===== config.mk =====
export PLATFORM = sky130hd
export DESIGN_NAME = strap_status_pins
export DESIGN_NICKNAME = d
export VERILOG_FILES = /design/src/rtl/strap_pkg.sv /design/src/rtl/sync2.sv /design/src/rtl/port_power.sv /design/src/rtl/strap_status_pins.sv
export SDC_FILE = /design/constraint.sdc
export NUM_CORES = 1
export LEC_CHECK = 0
export BUFFER_PORTS_ARGS = -buffer_cell sky130_fd_sc_hd__buf_4
export CORE_AREA = 2 2 56 58
export CTS_CLUSTER_DIAMETER = 60
export DETAILED_ROUTE_END_ITERATION = 16
export DIE_AREA = 0 0 58 60
export PLACE_DENSITY_LB_ADDON = 0.1
export SYNTH_ARGS = -nofsm -noshare
export SYNTH_HDL_FRONTEND = slang
export SYNTH_SLANG_ARGS = --single-unit

===== constraint.sdc =====
create_clock -name clock_in -period 1.11 [get_ports clock_in]
set_input_delay 0.222 -clock clock_in [delete_from_list [all_inputs] [get_ports clock_in]]
set_output_delay 0.222 -clock clock_in [all_outputs]
set_load 0.02 [all_outputs]

===== src/rtl/strap_pkg.sv =====
// Shared constants and carriers for the strap and status pin block
package strap_pkg;
    // Number of downstream ports
    localparam int unsigned NUM_PORTS = 2;
    // Strap value captured when reset is held (pins idle)
    localparam logic STRAP_RESET_VAL = 1'b0;
    // Serial select encodings
    localparam logic SERIAL_SEL_SMBUS = 1'b0;
    localparam logic SERIAL_SEL_I2C = 1'b1;
    // Polarity encodings
    localparam logic POL_ACTIVE_HIGH = 1'b0;
    // Gang encodings
    localparam logic GANG_PER_PORT = 1'b0;
    localparam logic GANG_GANGED = 1'b1;
    // Power switching disable encoding
    localparam logic PSW_ENABLED = 1'b0;
    // Fixed slave address bit 3
    localparam logic SLAVE_ADDR_BIT3 = 1'b1;
    // Slave address field positions
    localparam int unsigned ADDR_BIT1_POS = 1;
    localparam int unsigned ADDR_BIT2_POS = 2;
    localparam int unsigned ADDR_BIT3_POS = 3;
    // Width of the slave address nibble we own
    localparam int unsigned ADDR_W = 4;
    // Cycles of reset release before drivers enable
    localparam int unsigned DRIVE_DELAY_CYC = 1;

    // Configuration latched at reset release
    typedef struct packed {
        logic serial_mode_select;
        logic power_output_polarity;
        logic ganged;
        logic power_switching_disable;
        logic test_mode;
        logic [NUM_PORTS-1:0] charging_capability;
    } strap_cfg_s;

    // Connection status reported after reset
    typedef struct packed {
        logic superspeed_port2;
        logic superspeed_port1;
        logic upstream_highspeed;
        logic upstream_superspeed;
    } link_status_s;
endpackage


===== src/rtl/sync2.sv =====
// Two-flop synchroniser for one pin level
`timescale 1ns/1ns
module sync2 (
    // Clock and reset
    input wire logic clock_in,
    input wire logic rst_in,
    // Asynchronous level and synchronised copy
    input wire logic async_in,
    output logic sync_out
);
    logic meta_r; // First stage, read only by second

    // Two stages, reset to idle
    always_ff @(posedge clock_in) begin
        if (rst_in) begin
            meta_r <= 1'b0;
            sync_out <= 1'b0;
        end else begin
            meta_r <= async_in;
            sync_out <= meta_r;
        end
    end
endmodule


===== src/rtl/port_power.sv =====
// Power output driver for one downstream port
`timescale 1ns/1ns
module port_power (
    // Clock and reset
    input wire logic clock_in,
    input wire logic rst_in,
    // Control
    input wire logic enable_in,
    input wire logic power_req_in,
    input wire logic active_low_in,
    // Pin drive level
    output logic level_out
);
    logic on_nxt; // Power on after enable gating

    // Power only when switching is enabled
    assign on_nxt = enable_in & power_req_in;

    // Registered level with polarity applied
    always_ff @(posedge clock_in) begin
        if (rst_in) begin
            level_out <= 1'b0;
        end else begin
            level_out <= on_nxt ^ active_low_in;
        end
    end
endmodule


===== src/rtl/strap_status_pins.sv =====
// Strap capture at reset release and status drive on shared pins
`timescale 1ns/1ns
module strap_status_pins (
    // Clock and reset
    input wire logic clock_in,
    input wire logic rst_in,
    // Serial mode strap pin, status for port 2
    input wire logic serial_mode_select_strap_in,
    output logic superspeed_status_port2_out,
    output logic superspeed_status_port2_oe_n_out,
    // Polarity strap pin, status for port 1
    input wire logic power_output_polarity_strap_in,
    output logic superspeed_status_port1_out,
    output logic superspeed_status_port1_oe_n_out,
    // Gang / address bit 2 strap pin, upstream high-speed status
    input wire logic slave_addr_bit2_strap_in,
    output logic upstream_highspeed_status_out,
    output logic upstream_highspeed_status_oe_n_out,
    // Switching / address bit 1 strap pin, upstream SuperSpeed status
    input wire logic slave_addr_bit1_strap_in,
    output logic upstream_superspeed_status_out,
    output logic upstream_superspeed_status_oe_n_out,
    // Test strap pin
    input wire logic test_strap_in,
    // Power pins, also charging capability straps
    input wire logic [strap_pkg::NUM_PORTS-1:0] charging_capability_strap_in,
    output logic [strap_pkg::NUM_PORTS-1:0] port_power_output_out,
    output logic [strap_pkg::NUM_PORTS-1:0] port_power_output_oe_n_out,
    // Overcurrent pins, active low
    input wire logic [strap_pkg::NUM_PORTS-1:0] overcurrent_input_n_in,
    // Serial data pin
    input wire logic serial_data_in,
    output logic serial_data_out,
    output logic serial_data_oe_n_out,
    // EEPROM master side of the serial data line
    input wire logic eeprom_sda_drive_low_in,
    output logic eeprom_sda_out,
    // SMBus slave side of the serial data line
    input wire logic smbus_sda_drive_low_in,
    output logic smbus_sda_out,
    // Hub core status and power requests
    input wire strap_pkg::link_status_s link_status_in,
    input wire logic [strap_pkg::NUM_PORTS-1:0] power_request_in,
    // Captured configuration
    output strap_pkg::strap_cfg_s strap_cfg_out,
    output logic [strap_pkg::ADDR_W-1:0] slave_addr_out,
    output logic straps_valid_out,
    // Overcurrent reports
    output logic hub_overcurrent_out,
    output logic [strap_pkg::NUM_PORTS-1:0] port_overcurrent_out
);
    import strap_pkg::*;

    // Synchronised pin levels
    logic mode_s, pol_s, gang_s, psw_s, test_s;
    logic [NUM_PORTS-1:0] chg_s;
    logic [NUM_PORTS-1:0] oc_n_s;
    logic sda_s;
    // Capture control
    logic in_reset_r; // High from reset until capture done
    logic latched_r; // Straps captured, drivers may enable
    logic capture_now; // One-cycle capture strobe
    logic drive_en; // Shared pins may drive, off in reset
    strap_cfg_s cfg_r; // Captured configuration
    strap_cfg_s cfg_nxt;
    link_status_s status_r; // Registered status for pins
    // Decoded modes
    logic smbus_mode;
    logic switching_on;
    logic active_low;
    logic [NUM_PORTS-1:0] pwr_level;
    logic [NUM_PORTS-1:0] oc_event;
    logic [NUM_PORTS-1:0] port_oc_nxt;
    logic hub_oc_nxt;

    // Elaboration check for port count
    if (NUM_PORTS != 2) begin : g_bad_ports
        $error("strap_status_pins serves exactly two downstream ports");
    end

    // Synchronise every strap and pin level
    sync2 u_sync_mode (.clock_in(clock_in), .rst_in(1'b0),
        .async_in(serial_mode_select_strap_in), .sync_out(mode_s));
    sync2 u_sync_pol (.clock_in(clock_in), .rst_in(1'b0),
        .async_in(power_output_polarity_strap_in), .sync_out(pol_s));
    sync2 u_sync_gang (.clock_in(clock_in), .rst_in(1'b0),
        .async_in(slave_addr_bit2_strap_in), .sync_out(gang_s));
    sync2 u_sync_psw (.clock_in(clock_in), .rst_in(1'b0),
        .async_in(slave_addr_bit1_strap_in), .sync_out(psw_s));
    sync2 u_sync_test (.clock_in(clock_in), .rst_in(1'b0),
        .async_in(test_strap_in), .sync_out(test_s));
    sync2 u_sync_sda (.clock_in(clock_in), .rst_in(1'b0),
        .async_in(serial_data_in), .sync_out(sda_s));

    // Per-port synchronisers
    for (genvar i = 0; i < NUM_PORTS; i++) begin : g_port_sync
        sync2 u_sync_chg (.clock_in(clock_in), .rst_in(1'b0),
            .async_in(charging_capability_strap_in[i]), .sync_out(chg_s[i]));
        sync2 u_sync_oc (.clock_in(clock_in), .rst_in(1'b0),
            .async_in(overcurrent_input_n_in[i]), .sync_out(oc_n_s[i]));
    end

    assign capture_now = in_reset_r & ~rst_in;

    // Next configuration from synchronised straps
    // strap sampling
    assign cfg_nxt = '{serial_mode_select: mode_s,
                       power_output_polarity: pol_s,
                       ganged: gang_s,
                       power_switching_disable: psw_s,
                       test_mode: test_s,
                       charging_capability: chg_s};

    // Reset tracker: capture happens once on release
    always_ff @(posedge clock_in) begin
        if (rst_in) begin
            in_reset_r <= 1'b1;
            latched_r <= 1'b0;
        end else begin
            in_reset_r <= 1'b0;
            latched_r <= latched_r | capture_now;
        end
    end

    always_ff @(posedge clock_in) begin
        if (rst_in) begin
            cfg_r <= '0;
        end else if (capture_now) begin
            cfg_r <= cfg_nxt;
        end
    end

    // Registered status for the pin drivers
    always_ff @(posedge clock_in) begin
        if (rst_in) begin
            status_r <= '0;
        end else begin
            status_r <= link_status_in;
        end
    end

    // Mode decodes
    assign smbus_mode = (cfg_r.serial_mode_select == SERIAL_SEL_SMBUS);
    assign switching_on = (cfg_r.power_switching_disable == PSW_ENABLED) & drive_en;
    assign active_low = (cfg_r.power_output_polarity != POL_ACTIVE_HIGH);

    assign superspeed_status_port2_out = status_r.superspeed_port2;
    assign superspeed_status_port1_out = status_r.superspeed_port1;
    assign upstream_highspeed_status_out = status_r.upstream_highspeed;
    assign upstream_superspeed_status_out = status_r.upstream_superspeed;
    // drive after capture, never in reset
    // Gating on reset keeps pins quiet from the first reset cycle
    assign drive_en = latched_r & ~rst_in;
    assign superspeed_status_port2_oe_n_out = ~drive_en;
    assign superspeed_status_port1_oe_n_out = ~drive_en;
    assign upstream_highspeed_status_oe_n_out = ~drive_en;
    assign upstream_superspeed_status_oe_n_out = ~drive_en;

    for (genvar i = 0; i < NUM_PORTS; i++) begin : g_power
        port_power u_power (
            .clock_in(clock_in),
            .rst_in(rst_in),
            .enable_in(switching_on),
            .power_req_in(power_request_in[i]),
            .active_low_in(active_low),
            .level_out(pwr_level[i])
        );
    end
    assign port_power_output_out = pwr_level;
    // Power pins undriven until capture and when switching is off
    assign port_power_output_oe_n_out = {NUM_PORTS{~switching_on}};

    // serial data line routing by mode, open drain
    assign serial_data_out = 1'b0;
    assign serial_data_oe_n_out = ~(drive_en &
        (smbus_mode ? smbus_sda_drive_low_in : eeprom_sda_drive_low_in));
    assign eeprom_sda_out = (latched_r & ~smbus_mode) ? sda_s : 1'b1;
    assign smbus_sda_out = (latched_r & smbus_mode) ? sda_s : 1'b1;

    assign slave_addr_out = smbus_mode ?
        {SLAVE_ADDR_BIT3, cfg_r.ganged, cfg_r.power_switching_disable, 1'b0} :
        {SLAVE_ADDR_BIT3, 3'h0};

    assign oc_event = ~oc_n_s & {NUM_PORTS{switching_on}};
    assign hub_oc_nxt = (cfg_r.ganged == GANG_GANGED) & (|oc_event);
    assign port_oc_nxt = (cfg_r.ganged == GANG_PER_PORT) ? oc_event : '0;

    // Registered overcurrent reports
    always_ff @(posedge clock_in) begin
        if (rst_in) begin
            hub_overcurrent_out <= 1'b0;
            port_overcurrent_out <= '0;
        end else begin
            hub_overcurrent_out <= hub_oc_nxt;
            port_overcurrent_out <= port_oc_nxt;
        end
    end

    assign strap_cfg_out = cfg_r;
    assign straps_valid_out = latched_r;

    // Assertions
    property p_undriven_in_reset;
        @(posedge clock_in) rst_in |-> superspeed_status_port2_oe_n_out
            && superspeed_status_port1_oe_n_out && upstream_highspeed_status_oe_n_out
            && upstream_superspeed_status_oe_n_out && serial_data_oe_n_out
            && (&port_power_output_oe_n_out);
    endproperty
    a_undriven_in_reset: assert property (p_undriven_in_reset)
        else $error("status pin driven during reset");

    property p_capture_once;
        @(posedge clock_in) disable iff (rst_in)
            latched_r && !capture_now |=> $stable(cfg_r);
    endproperty
    a_capture_once: assert property (p_capture_once)
        else $error("straps changed after capture");

    property p_drive_after_release;
        @(posedge clock_in) $fell(rst_in) |=> !superspeed_status_port1_oe_n_out
            && !upstream_highspeed_status_oe_n_out;
    endproperty
    a_drive_after_release: assert property (p_drive_after_release)
        else $error("status drivers not enabled after release");

    property p_status_follow;
        @(posedge clock_in) disable iff (rst_in)
            !rst_in |=>
            superspeed_status_port2_out == $past(link_status_in.superspeed_port2);
    endproperty
    a_status_follow: assert property (p_status_follow)
        else $error("port 2 status does not follow core");

    property p_addr_bit3;
        @(posedge clock_in) disable iff (rst_in) slave_addr_out[ADDR_BIT3_POS];
    endproperty
    a_addr_bit3: assert property (p_addr_bit3)
        else $error("address bit 3 not one");

    property p_addr_bits;
        @(posedge clock_in) disable iff (rst_in) latched_r && smbus_mode |->
            slave_addr_out[ADDR_BIT2_POS] == cfg_r.ganged
            && slave_addr_out[ADDR_BIT1_POS] == cfg_r.power_switching_disable;
    endproperty
    a_addr_bits: assert property (p_addr_bits)
        else $error("address bits differ from straps");

    property p_power_off_disabled;
        @(posedge clock_in) disable iff (rst_in)
            latched_r && cfg_r.power_switching_disable |-> &port_power_output_oe_n_out;
    endproperty
    a_power_off_disabled: assert property (p_power_off_disabled)
        else $error("power pins driven with switching disabled");

    property p_power_level;
        @(posedge clock_in) disable iff (rst_in)
            switching_on && $past(switching_on) |->
            port_power_output_out[0] == ($past(power_request_in[0]) ^ active_low);
    endproperty
    a_power_level: assert property (p_power_level)
        else $error("power output level wrong");

    property p_ganged_oc;
        @(posedge clock_in) disable iff (rst_in)
            cfg_r.ganged && switching_on && !oc_n_s[1] |=> hub_overcurrent_out
            && port_overcurrent_out == '0;
    endproperty
    a_ganged_oc: assert property (p_ganged_oc)
        else $error("ganged overcurrent not hub-wide");

    property p_port_oc;
        @(posedge clock_in) disable iff (rst_in)
            !cfg_r.ganged && switching_on && !oc_n_s[1] |=> port_overcurrent_out[1]
            && !hub_overcurrent_out;
    endproperty
    a_port_oc: assert property (p_port_oc)
        else $error("per-port overcurrent not reported on its port");

    property p_serial_idle;
        @(posedge clock_in) disable iff (rst_in)
            latched_r && smbus_mode |-> eeprom_sda_out;
    endproperty
    a_serial_idle: assert property (p_serial_idle)
        else $error("unselected serial engine sees a busy line");

    // Cover main scenarios
    c_smbus_mode: cover property (@(posedge clock_in) latched_r && smbus_mode);
    c_i2c_mode: cover property (@(posedge clock_in) latched_r && !smbus_mode);
    c_hub_oc: cover property (@(posedge clock_in) hub_overcurrent_out);
    c_port_oc: cover property (@(posedge clock_in) port_overcurrent_out[1]);
    c_active_low: cover property (@(posedge clock_in) switching_on && active_low);
endmodule


# Word level (Yosys, flattened, before mapping)
# Index checks and enable logic that the tools add are counted.
# word_totals
regBits	38
inputBits	20
output_inout_bits	31
elab_cells	63
# op_classes
muxes	5
n_bitwise	20
reduce_logical	2
# op_table
op	n
$and 1x1->1	9
$not 1->1	6
$mux 1	4
$reduce_or 2->1	2
$mux 3	1
$and 2x2->2	1
$not 2->2	1
$xor 1x1->1	2
$or 1x1->1	1

# Longest topological paths before layout
# Gate-level depths: netlist of run 1.
# depth
ltp_word	6
ltp_mapped	3
depth_no_buf	2

# Hierarchy
# A second synthesis of run 1 with hierarchy kept.
# unflattened
cells_unflattened	109
hier_area_um2	1231.2
# modules_own_cells
module	instances	cells_per_inst	area_each_um2	seq_area_each_um2
strap_status_pins	1	61	613.1	320.3
sync2	10	4	52.6	40.0
port_power	2	4	46.3	20.0

# Least setup slack after synthesis of run 1
# OpenSTA, ideal clock, no wires.
# synth_timing
kind	register to output
startpoint	register latched_r (netlist: straps_valid_out)
endpoint	output port serial_data_oe_n_out
t_arrival_ns	1.257
t_required_ns	0.888
setup_slack_ns	-0.369
stages_incl_launch_ff	3
path_buffers	0
cell_sequence	dfxtp_1 or2b_1 or2_2
# synth_between
elab_chain_len	3
# synth_rtl
item	line_no	source
from (decl)	strap_status_pins.sv:61	logic latched_r;
from (signal assigned)	strap_status_pins.sv:121	latched_r <= latched_r | capture_now;
$and 1x1->1	strap_status_pins.sv:153	assign drive_en = latched_r & ~rst_in;
$and 1x1->1	strap_status_pins.sv:175	assign serial_data_oe_n_out = ~(drive_en &
$not 1->1	strap_status_pins.sv:175	
to (decl)	strap_status_pins.sv:34	output logic serial_data_oe_n_out,
# No other way between the ends.

# Worst setup path after layout of run 1
# Same ends and word-level chain as after synthesis.

==> metrics.yaml, run 1 <==
outcome: "finished with violations"
violations: "setup timing"
regToRegSetupSlack_ns: -0.15
clk_latency_ns: 0.33
ys_top_cells_by_area: "dfxtp_1, mux2i_1, buf_4"
area_growth_pct: 63.23
fin_crit_ns: 1.544
dr_total_vias: 809
ff_latch_area_um2: 774.5
yosys.area_share.xor_xnor_pct: 0
crit_path_start_kind: "register"
crit_type: "reg -> out"
synth_top_cell_by_area: "dfxtp_1"
yosysWarnings: 0
powerDensity_mw_per_mm2: 1418
drive_gt1_share_pct: 53.13
critPathCaptureType: "output pin"
synth.top_cell.area_share_pct: 68.16
reg2reg_to: "hub_overcurrent_out$_SDFF_PP0_"
nFillCells: 243
synth_top_family_by_area: "simple AND/OR/NAND/NOR gates"
clock_skew_ns: 0.005164
finalMaxSlewViolations: 0
synth.avg_cell_area_um2: 12.40
synth.area.mux_share_pct: 8.969
cap_violations: 0
grt_pass1_wl_mm: 2.925
clockBufferDepth: 2
holdWs_ns: 0.09281
critical_path.max_fanout: 5
clock.fmax_mhz: 647.5
antenna_found_initial: 0
yosys.area_share.simple_pct: 13.23
numPortBuffers: 47
chipHeight_um: 60
diodes: 0
ys_seq_area_share_pct: 68.16
numClockSinks: 38
hold_depth: 2
multi_input_area_um2: 297.8
viasPerCell: 4.192
reg2regPathDepth: 4
worst_ep_required_time_ns: 0.89
hp-start: "link_status_in[1]"
hpwlAfterDp_mm: 1.278
track_usage_pct: 12.16
grt_overflow: 0
grt_setup_unrepaired: "true"
finalCritPeriodShare_pct: 139.1
hold_path_class: "in -> reg"
nNetsFinal: 179
cts_max_level: 2
die_w_um: 58
arrival_ns: 1.32
wl_per_cell_um: 10.45
synth_cell_types: 17
ios: 51
core_mm2: 0.002903
cts-root-buf: "clkbuf_4"
cts_tree: "built"
r2r_start: "straps_valid_out$_SDFF_PP0_"
netlist_instances: 90
setup_ws_ns: -0.4344
vdd_drop_max_v: 0.0009531
clk_pin_slew_ns: 0.10
synth_compound_area_share_pct: 1.121
hold_viol: 0
drtAntennaViolNets: 0
pre_cts_slack_ns: -0.1026
grt_pass1_vias: 697
grt_max_degree: 16
utilization_pct: 62.76
tns_ns: -4.425
drtPass1Iterations: 4
leakagePower_nw: 0.8664
drc: 0
min_to: "upstream_highspeed_status_out$_SDFF_PP0_"
syn_area_mm2: 0.001116
synth_fa_ha_area_share_pct: 0
num_rows: 20
cts_made_buffers: 5
finalSetupViolCount: 18
die-area_mm2: 0.003480
ys_ff_latch: 38
initial_utilization_pct: 38.45
totalWireLength_mm: 2.016
place_congestion: 0.6019
drt_iter0_drc: 3
[timing repair]
item                                   in CTS  in global routing
pin swaps                                   2                  1
gates resized for setup                    24                  7
setup buffers                               3                  6
hold buffers                               10                  0
setup endpoints to repair                  16                 18
endpoints found under the hold margin      10                  0
[metal layers]
metal	track usage, %	part of all wire, %	vias to the layer above
met4	7.973	1.6	0
met5	0	0	-
met2	21.10	51	34
met3	6.277	8.7	4
li1	-	-	413
met1	11.13	38	358
[worst max-delay path, stage by stage, from the launching register on]
cell	delay, ns
dfxtp_4	0.37
or2b_4	0.26
or2_4	0.22
buf_6	0.13
[cell type report]
| type | instances | share of cell area (%) |
|---|---|---|
| clock buffers | 7 | 3.022 |
| clock inverters | 1 | 0.2747 |
| repair buffers | 73 | 35.37 |
| inverters | 1 | 0.2060 |
| flip-flops and latches | 38 | 42.51 |
| multi-input cells | 40 | 16.35 |
| well taps | 33 | 2.266 |
[power by group]
part / internal (mW) / switching, mW / total [mW]
clock: 0.307 / 0.407 / 0.714
sequential: 1.44 / 0.0324 / 1.47
combinational: 0.235 / 0.168 / 0.402
total: 1.98 / 0.607 / 2.58
[registers in the layout, indices dropped and copies added, names as in the netlist, 2 cells and up]
name,cells
g_port_sync.u_sync_oc.sync_out,2
g_power.u_power.level_out,2
strap_cfg_out,6
g_port_sync.u_sync_oc.meta_r,2
g_port_sync.u_sync_chg.meta_r,2
port_overcurrent_out,2
g_port_sync.u_sync_chg.sync_out,2
[layout by cell type, fill, tap and decap left out, types with 2 or more instances in the layout]
master         count
buf_4             44
buf_6             19
clkbuf_4           5
conb_1             3
dfxtp_1           33
dfxtp_2            2
dfxtp_4            3
dlygate4sd3_1     10
mux2i_1           10
nand3b_1           3
nor2_1             9
nor2b_1            5
nor3_2             2
or3b_4             2
[synth_stat cells]
cell type  instances
dfxtp_1           38
buf_4             10
mux2i_1           10
nor2_1            10
nor2b_1            5
nand3b_1           3
conb_1             2
nor3_1             2
or2_2              2
a211oi_2           1
buf_2              1
clkbuf_1           1
inv_1              1
nand2b_1           1
or2b_1             1
or3b_2             1
or3b_4             1
[kinds of logic after synthesis]
logic type / count (synthesis)
other: 2
AOI/OAI and AO/OA: 1
buffers and inverters: 13
and+or+nand+nor: 26
muxes: 10
DFF: 38
[how the worst max path moves through the flow]
stage / cells past startpoint / startpoint / slack [ns] / endpoint
after floorplan: 2 / straps_valid_out$_SDFF_PP0_ / -0.10 / port_power_output_oe_n_out[1]
after global placement: 3 / straps_valid_out$_SDFF_PP0_ / -0.09 / serial_data_oe_n_out
after detailed placement: 3 / straps_valid_out$_SDFF_PP0_ / -0.10 / serial_data_oe_n_out
after CTS: 3 / straps_valid_out$_SDFF_PP0_ / -0.45 / serial_data_oe_n_out
after global routing: 3 / straps_valid_out$_SDFF_PP0_ / -0.48 / serial_data_oe_n_out
final: 3 / straps_valid_out$_SDFF_PP0_ / -0.43 / serial_data_oe_n_out
[stage by stage]
step	total power [mW]	instances	area, um^2
detailed placement	1.821	168	1511
global placement	1.814	168	1511
finish	2.584	193	1822
global route	2.705	193	1822
CTS	2.607	189	1778
floorplan	1.676	91	1137
Note: power is estimated with default switching activity, not from simulation.
==> inputs of run 2 (changes only) <==
Settings changed: SETUP_SLACK_MARGIN set to 0.05.
==> metrics.yaml, run 2 (same netlist as run 1, synthesis figures left out) <==
outcome: "finished with violations"
violations: "setup timing"
reg2regPathDepth: 4  # unchanged
holdWs_ns: 0.09452  # +0.001719 ns
arrival_ns: 1.29  # -0.03 ns
tns_ns: -3.859  # +0.5659 ns
cap_violations: 0  # unchanged
numClockSinks: 38  # unchanged
clock.fmax_mhz: 660.0  # +1.9%
finalMaxSlewViolations: 0  # unchanged
cts_tree: "built"
totalWireLength_mm: 2.086  # +3.5%
powerDensity_mw_per_mm2: 1365  # -3.8%
clk_pin_slew_ns: 0.10  # about the same
track_usage_pct: 13.17  # +1.0 points
finalCritPeriodShare_pct: 136.5  # -2.6 points
clk_latency_ns: 0.33  # about the same
worst_ep_required_time_ns: 0.89  # about the same
drtPass1Iterations: 3  # -1
reg2reg_to: "hub_overcurrent_out$_SDFF_PP0_"
utilization_pct: 63.62  # +0.86 points
vdd_drop_max_v: 0.0009975  # +4.7%
hpwlAfterDp_mm: 1.292  # +1.2%
mostFrequentLayoutCells: "buf_4, dfxtp_1, buf_6"
place_congestion: 0.6711  # +11%
grt_pass1_wl_mm: 3.243  # +11%
num_rows: 20  # unchanged
critical_path_buf_inv_count: 1  # unchanged
area_growth_pct: 65.47
die-area_mm2: 0.003480  # unchanged
crit_path_start_kind: "register"
path_delay_family: "simple AND/OR/NAND/NOR gates"
grt_setup_unrepaired: "true"
max_stage_delay_ns: 0.36  # about the same
crit_slowest_cell: "dfxtp_4"
top_usage_layer: "met2"
grt_overflow: 0  # unchanged
regToRegSetupSlack_ns: -0.09  # +0.06 ns
hold_path_class: "in -> reg"
wl_per_cell_um: 10.86  # +4.0%
drive_gt1_share_pct: 54.72  # +1.6 points
clockBufferDepth: 2  # unchanged
viasPerCell: 4.234  # +1.0%
crit_chain: "or2b_4, or2_4, buf_6"
use_met2_pct: 23.54  # +2.4 points
hold_depth: 2  # unchanged
min_to: "superspeed_status_port2_out$_SDFF_PP0_"
setup_ws_ns: -0.4051  # +0.02930 ns
fin_crit_ns: 1.515  # -0.02930 ns
initial_utilization_pct: 38.45  # unchanged
r2r_start: "straps_valid_out$_SDFF_PP0_"
cts_max_level: 2  # unchanged
critPathCaptureType: "output pin"
drt_iter0_drc: 8  # +5
finalSetupViolCount: 17  # -1
final_common_cell: "buf_4"
pre_cts_slack_ns: -0.1083  # -0.005673 ns
cts_made_buffers: 5  # unchanged
numPlacedInstances: 167  # -0.60%
ios: 51  # unchanged
drtAntennaViolNets: 0  # unchanged
clock_skew_ns: 0.006491  # +0.001327 ns
power_mw: 2.520  # -2.5%
diodes: 0  # unchanged
numPortBuffers: 47  # unchanged
placed_area_mm2: 0.001508  # -0.25%
chipHeight_um: 60  # unchanged
drc: 0  # unchanged
grt_max_degree: 16  # unchanged
dr_total_vias: 813  # +0.49%
use_met3_pct: 5.844  # -0.43 points
fin_area_mm2: 0.001847  # +1.4%
hold_viol: 0  # unchanged
grt_pass1_vias: 789  # +13%
leakagePower_nw: 0.8697  # +0.38%
cts-root-buf: "clkbuf_4"
largest_reg_flops: 6  # unchanged
core_mm2: 0.002903  # unchanged
critical_path.max_fanout: 4  # -1
crit_type: "reg -> out"
die_w_um: 58  # unchanged
nFillCells: 239  # -1.6%
ff_latch_area_um2: 778.2  # +0.48%
nNetsFinal: 179  # unchanged
use_met1_pct: 13.16  # +2.0 points
hp-start: "link_status_in[3]"
antenna_found_initial: 0  # unchanged
multi_input_area_um2: 305.3  # +2.5%
fin_cells: 192  # -0.52%
run 2: cell count changes in the layout (fill, tap and decap cells not counted), sizes merged:
| cell | before | now |
|---|---|---|
| clkbuf | 7 | 6 |
| clkinv | 1 | 0 |
| inv | 1 | 2 |
run 2: worst reg2reg max path: cells and delay by family (launching register included):
kind / cells / cell delay (ns)
simple gates: 1 / 0.41
flops: 1 / 0.36
buf+inv: 2 / 0.24
compound gates: 1 / 0.12
run 2: how the worst max path moves through the flow:
stage,cells past startpoint,endpoint,start
6_report,3,serial_data_oe_n_out,straps_valid_out$_SDFF_PP0_
2_1_floorplan,2,port_power_output_oe_n_out[1],straps_valid_out$_SDFF_PP0_
3_5_place_dp,3,serial_data_oe_n_out,straps_valid_out$_SDFF_PP0_
3_3_place_gp,3,serial_data_oe_n_out,straps_valid_out$_SDFF_PP0_
4_1_cts,3,serial_data_oe_n_out,straps_valid_out$_SDFF_PP0_
5_1_grt,3,serial_data_oe_n_out,straps_valid_out$_SDFF_PP0_
run 2: layout make-up:
type                    count  share of cell area, %
clock buffers               6                  2.236
clock inverters             1                 0.3388
inverters                   1                 0.2033
multi-input cells          40                  16.53
flip-flops and latches     38                  42.14
well taps                  33                  2.236
repair buffers             73                  36.31
run 2: per-layer routing:
| layer | vias up | wire, um | share of wire [%] |
|---|---|---|---|
| met2 | 28 | 1137 | 55 |
| met3 | 5 | 148 | 7.1 |
| met5 | - | 0 | 0 |
| li1 | 413 | - | - |
| met4 | 0 | 38 | 1.8 |
| met1 | 367 | 762 | 37 |
run 2: power breakdown:
part | internal (mW) | switching [mW] | leakage (nW) | total, mW
Clock | 0.238 | 0.394 | 0.0286 | 0.632
Combinational | 0.245 | 0.175 | 0.520 | 0.421
Sequential | 1.44 | 0.0314 | 0.321 | 1.47
run 2: timing repair:
item,CTS,global route
buffers inserted,5,3
endpoints found under the hold margin,10,0
setup endpoints to repair,20,23
pin swaps,3,1
hold buffers,10,0
resized for setup,22,16
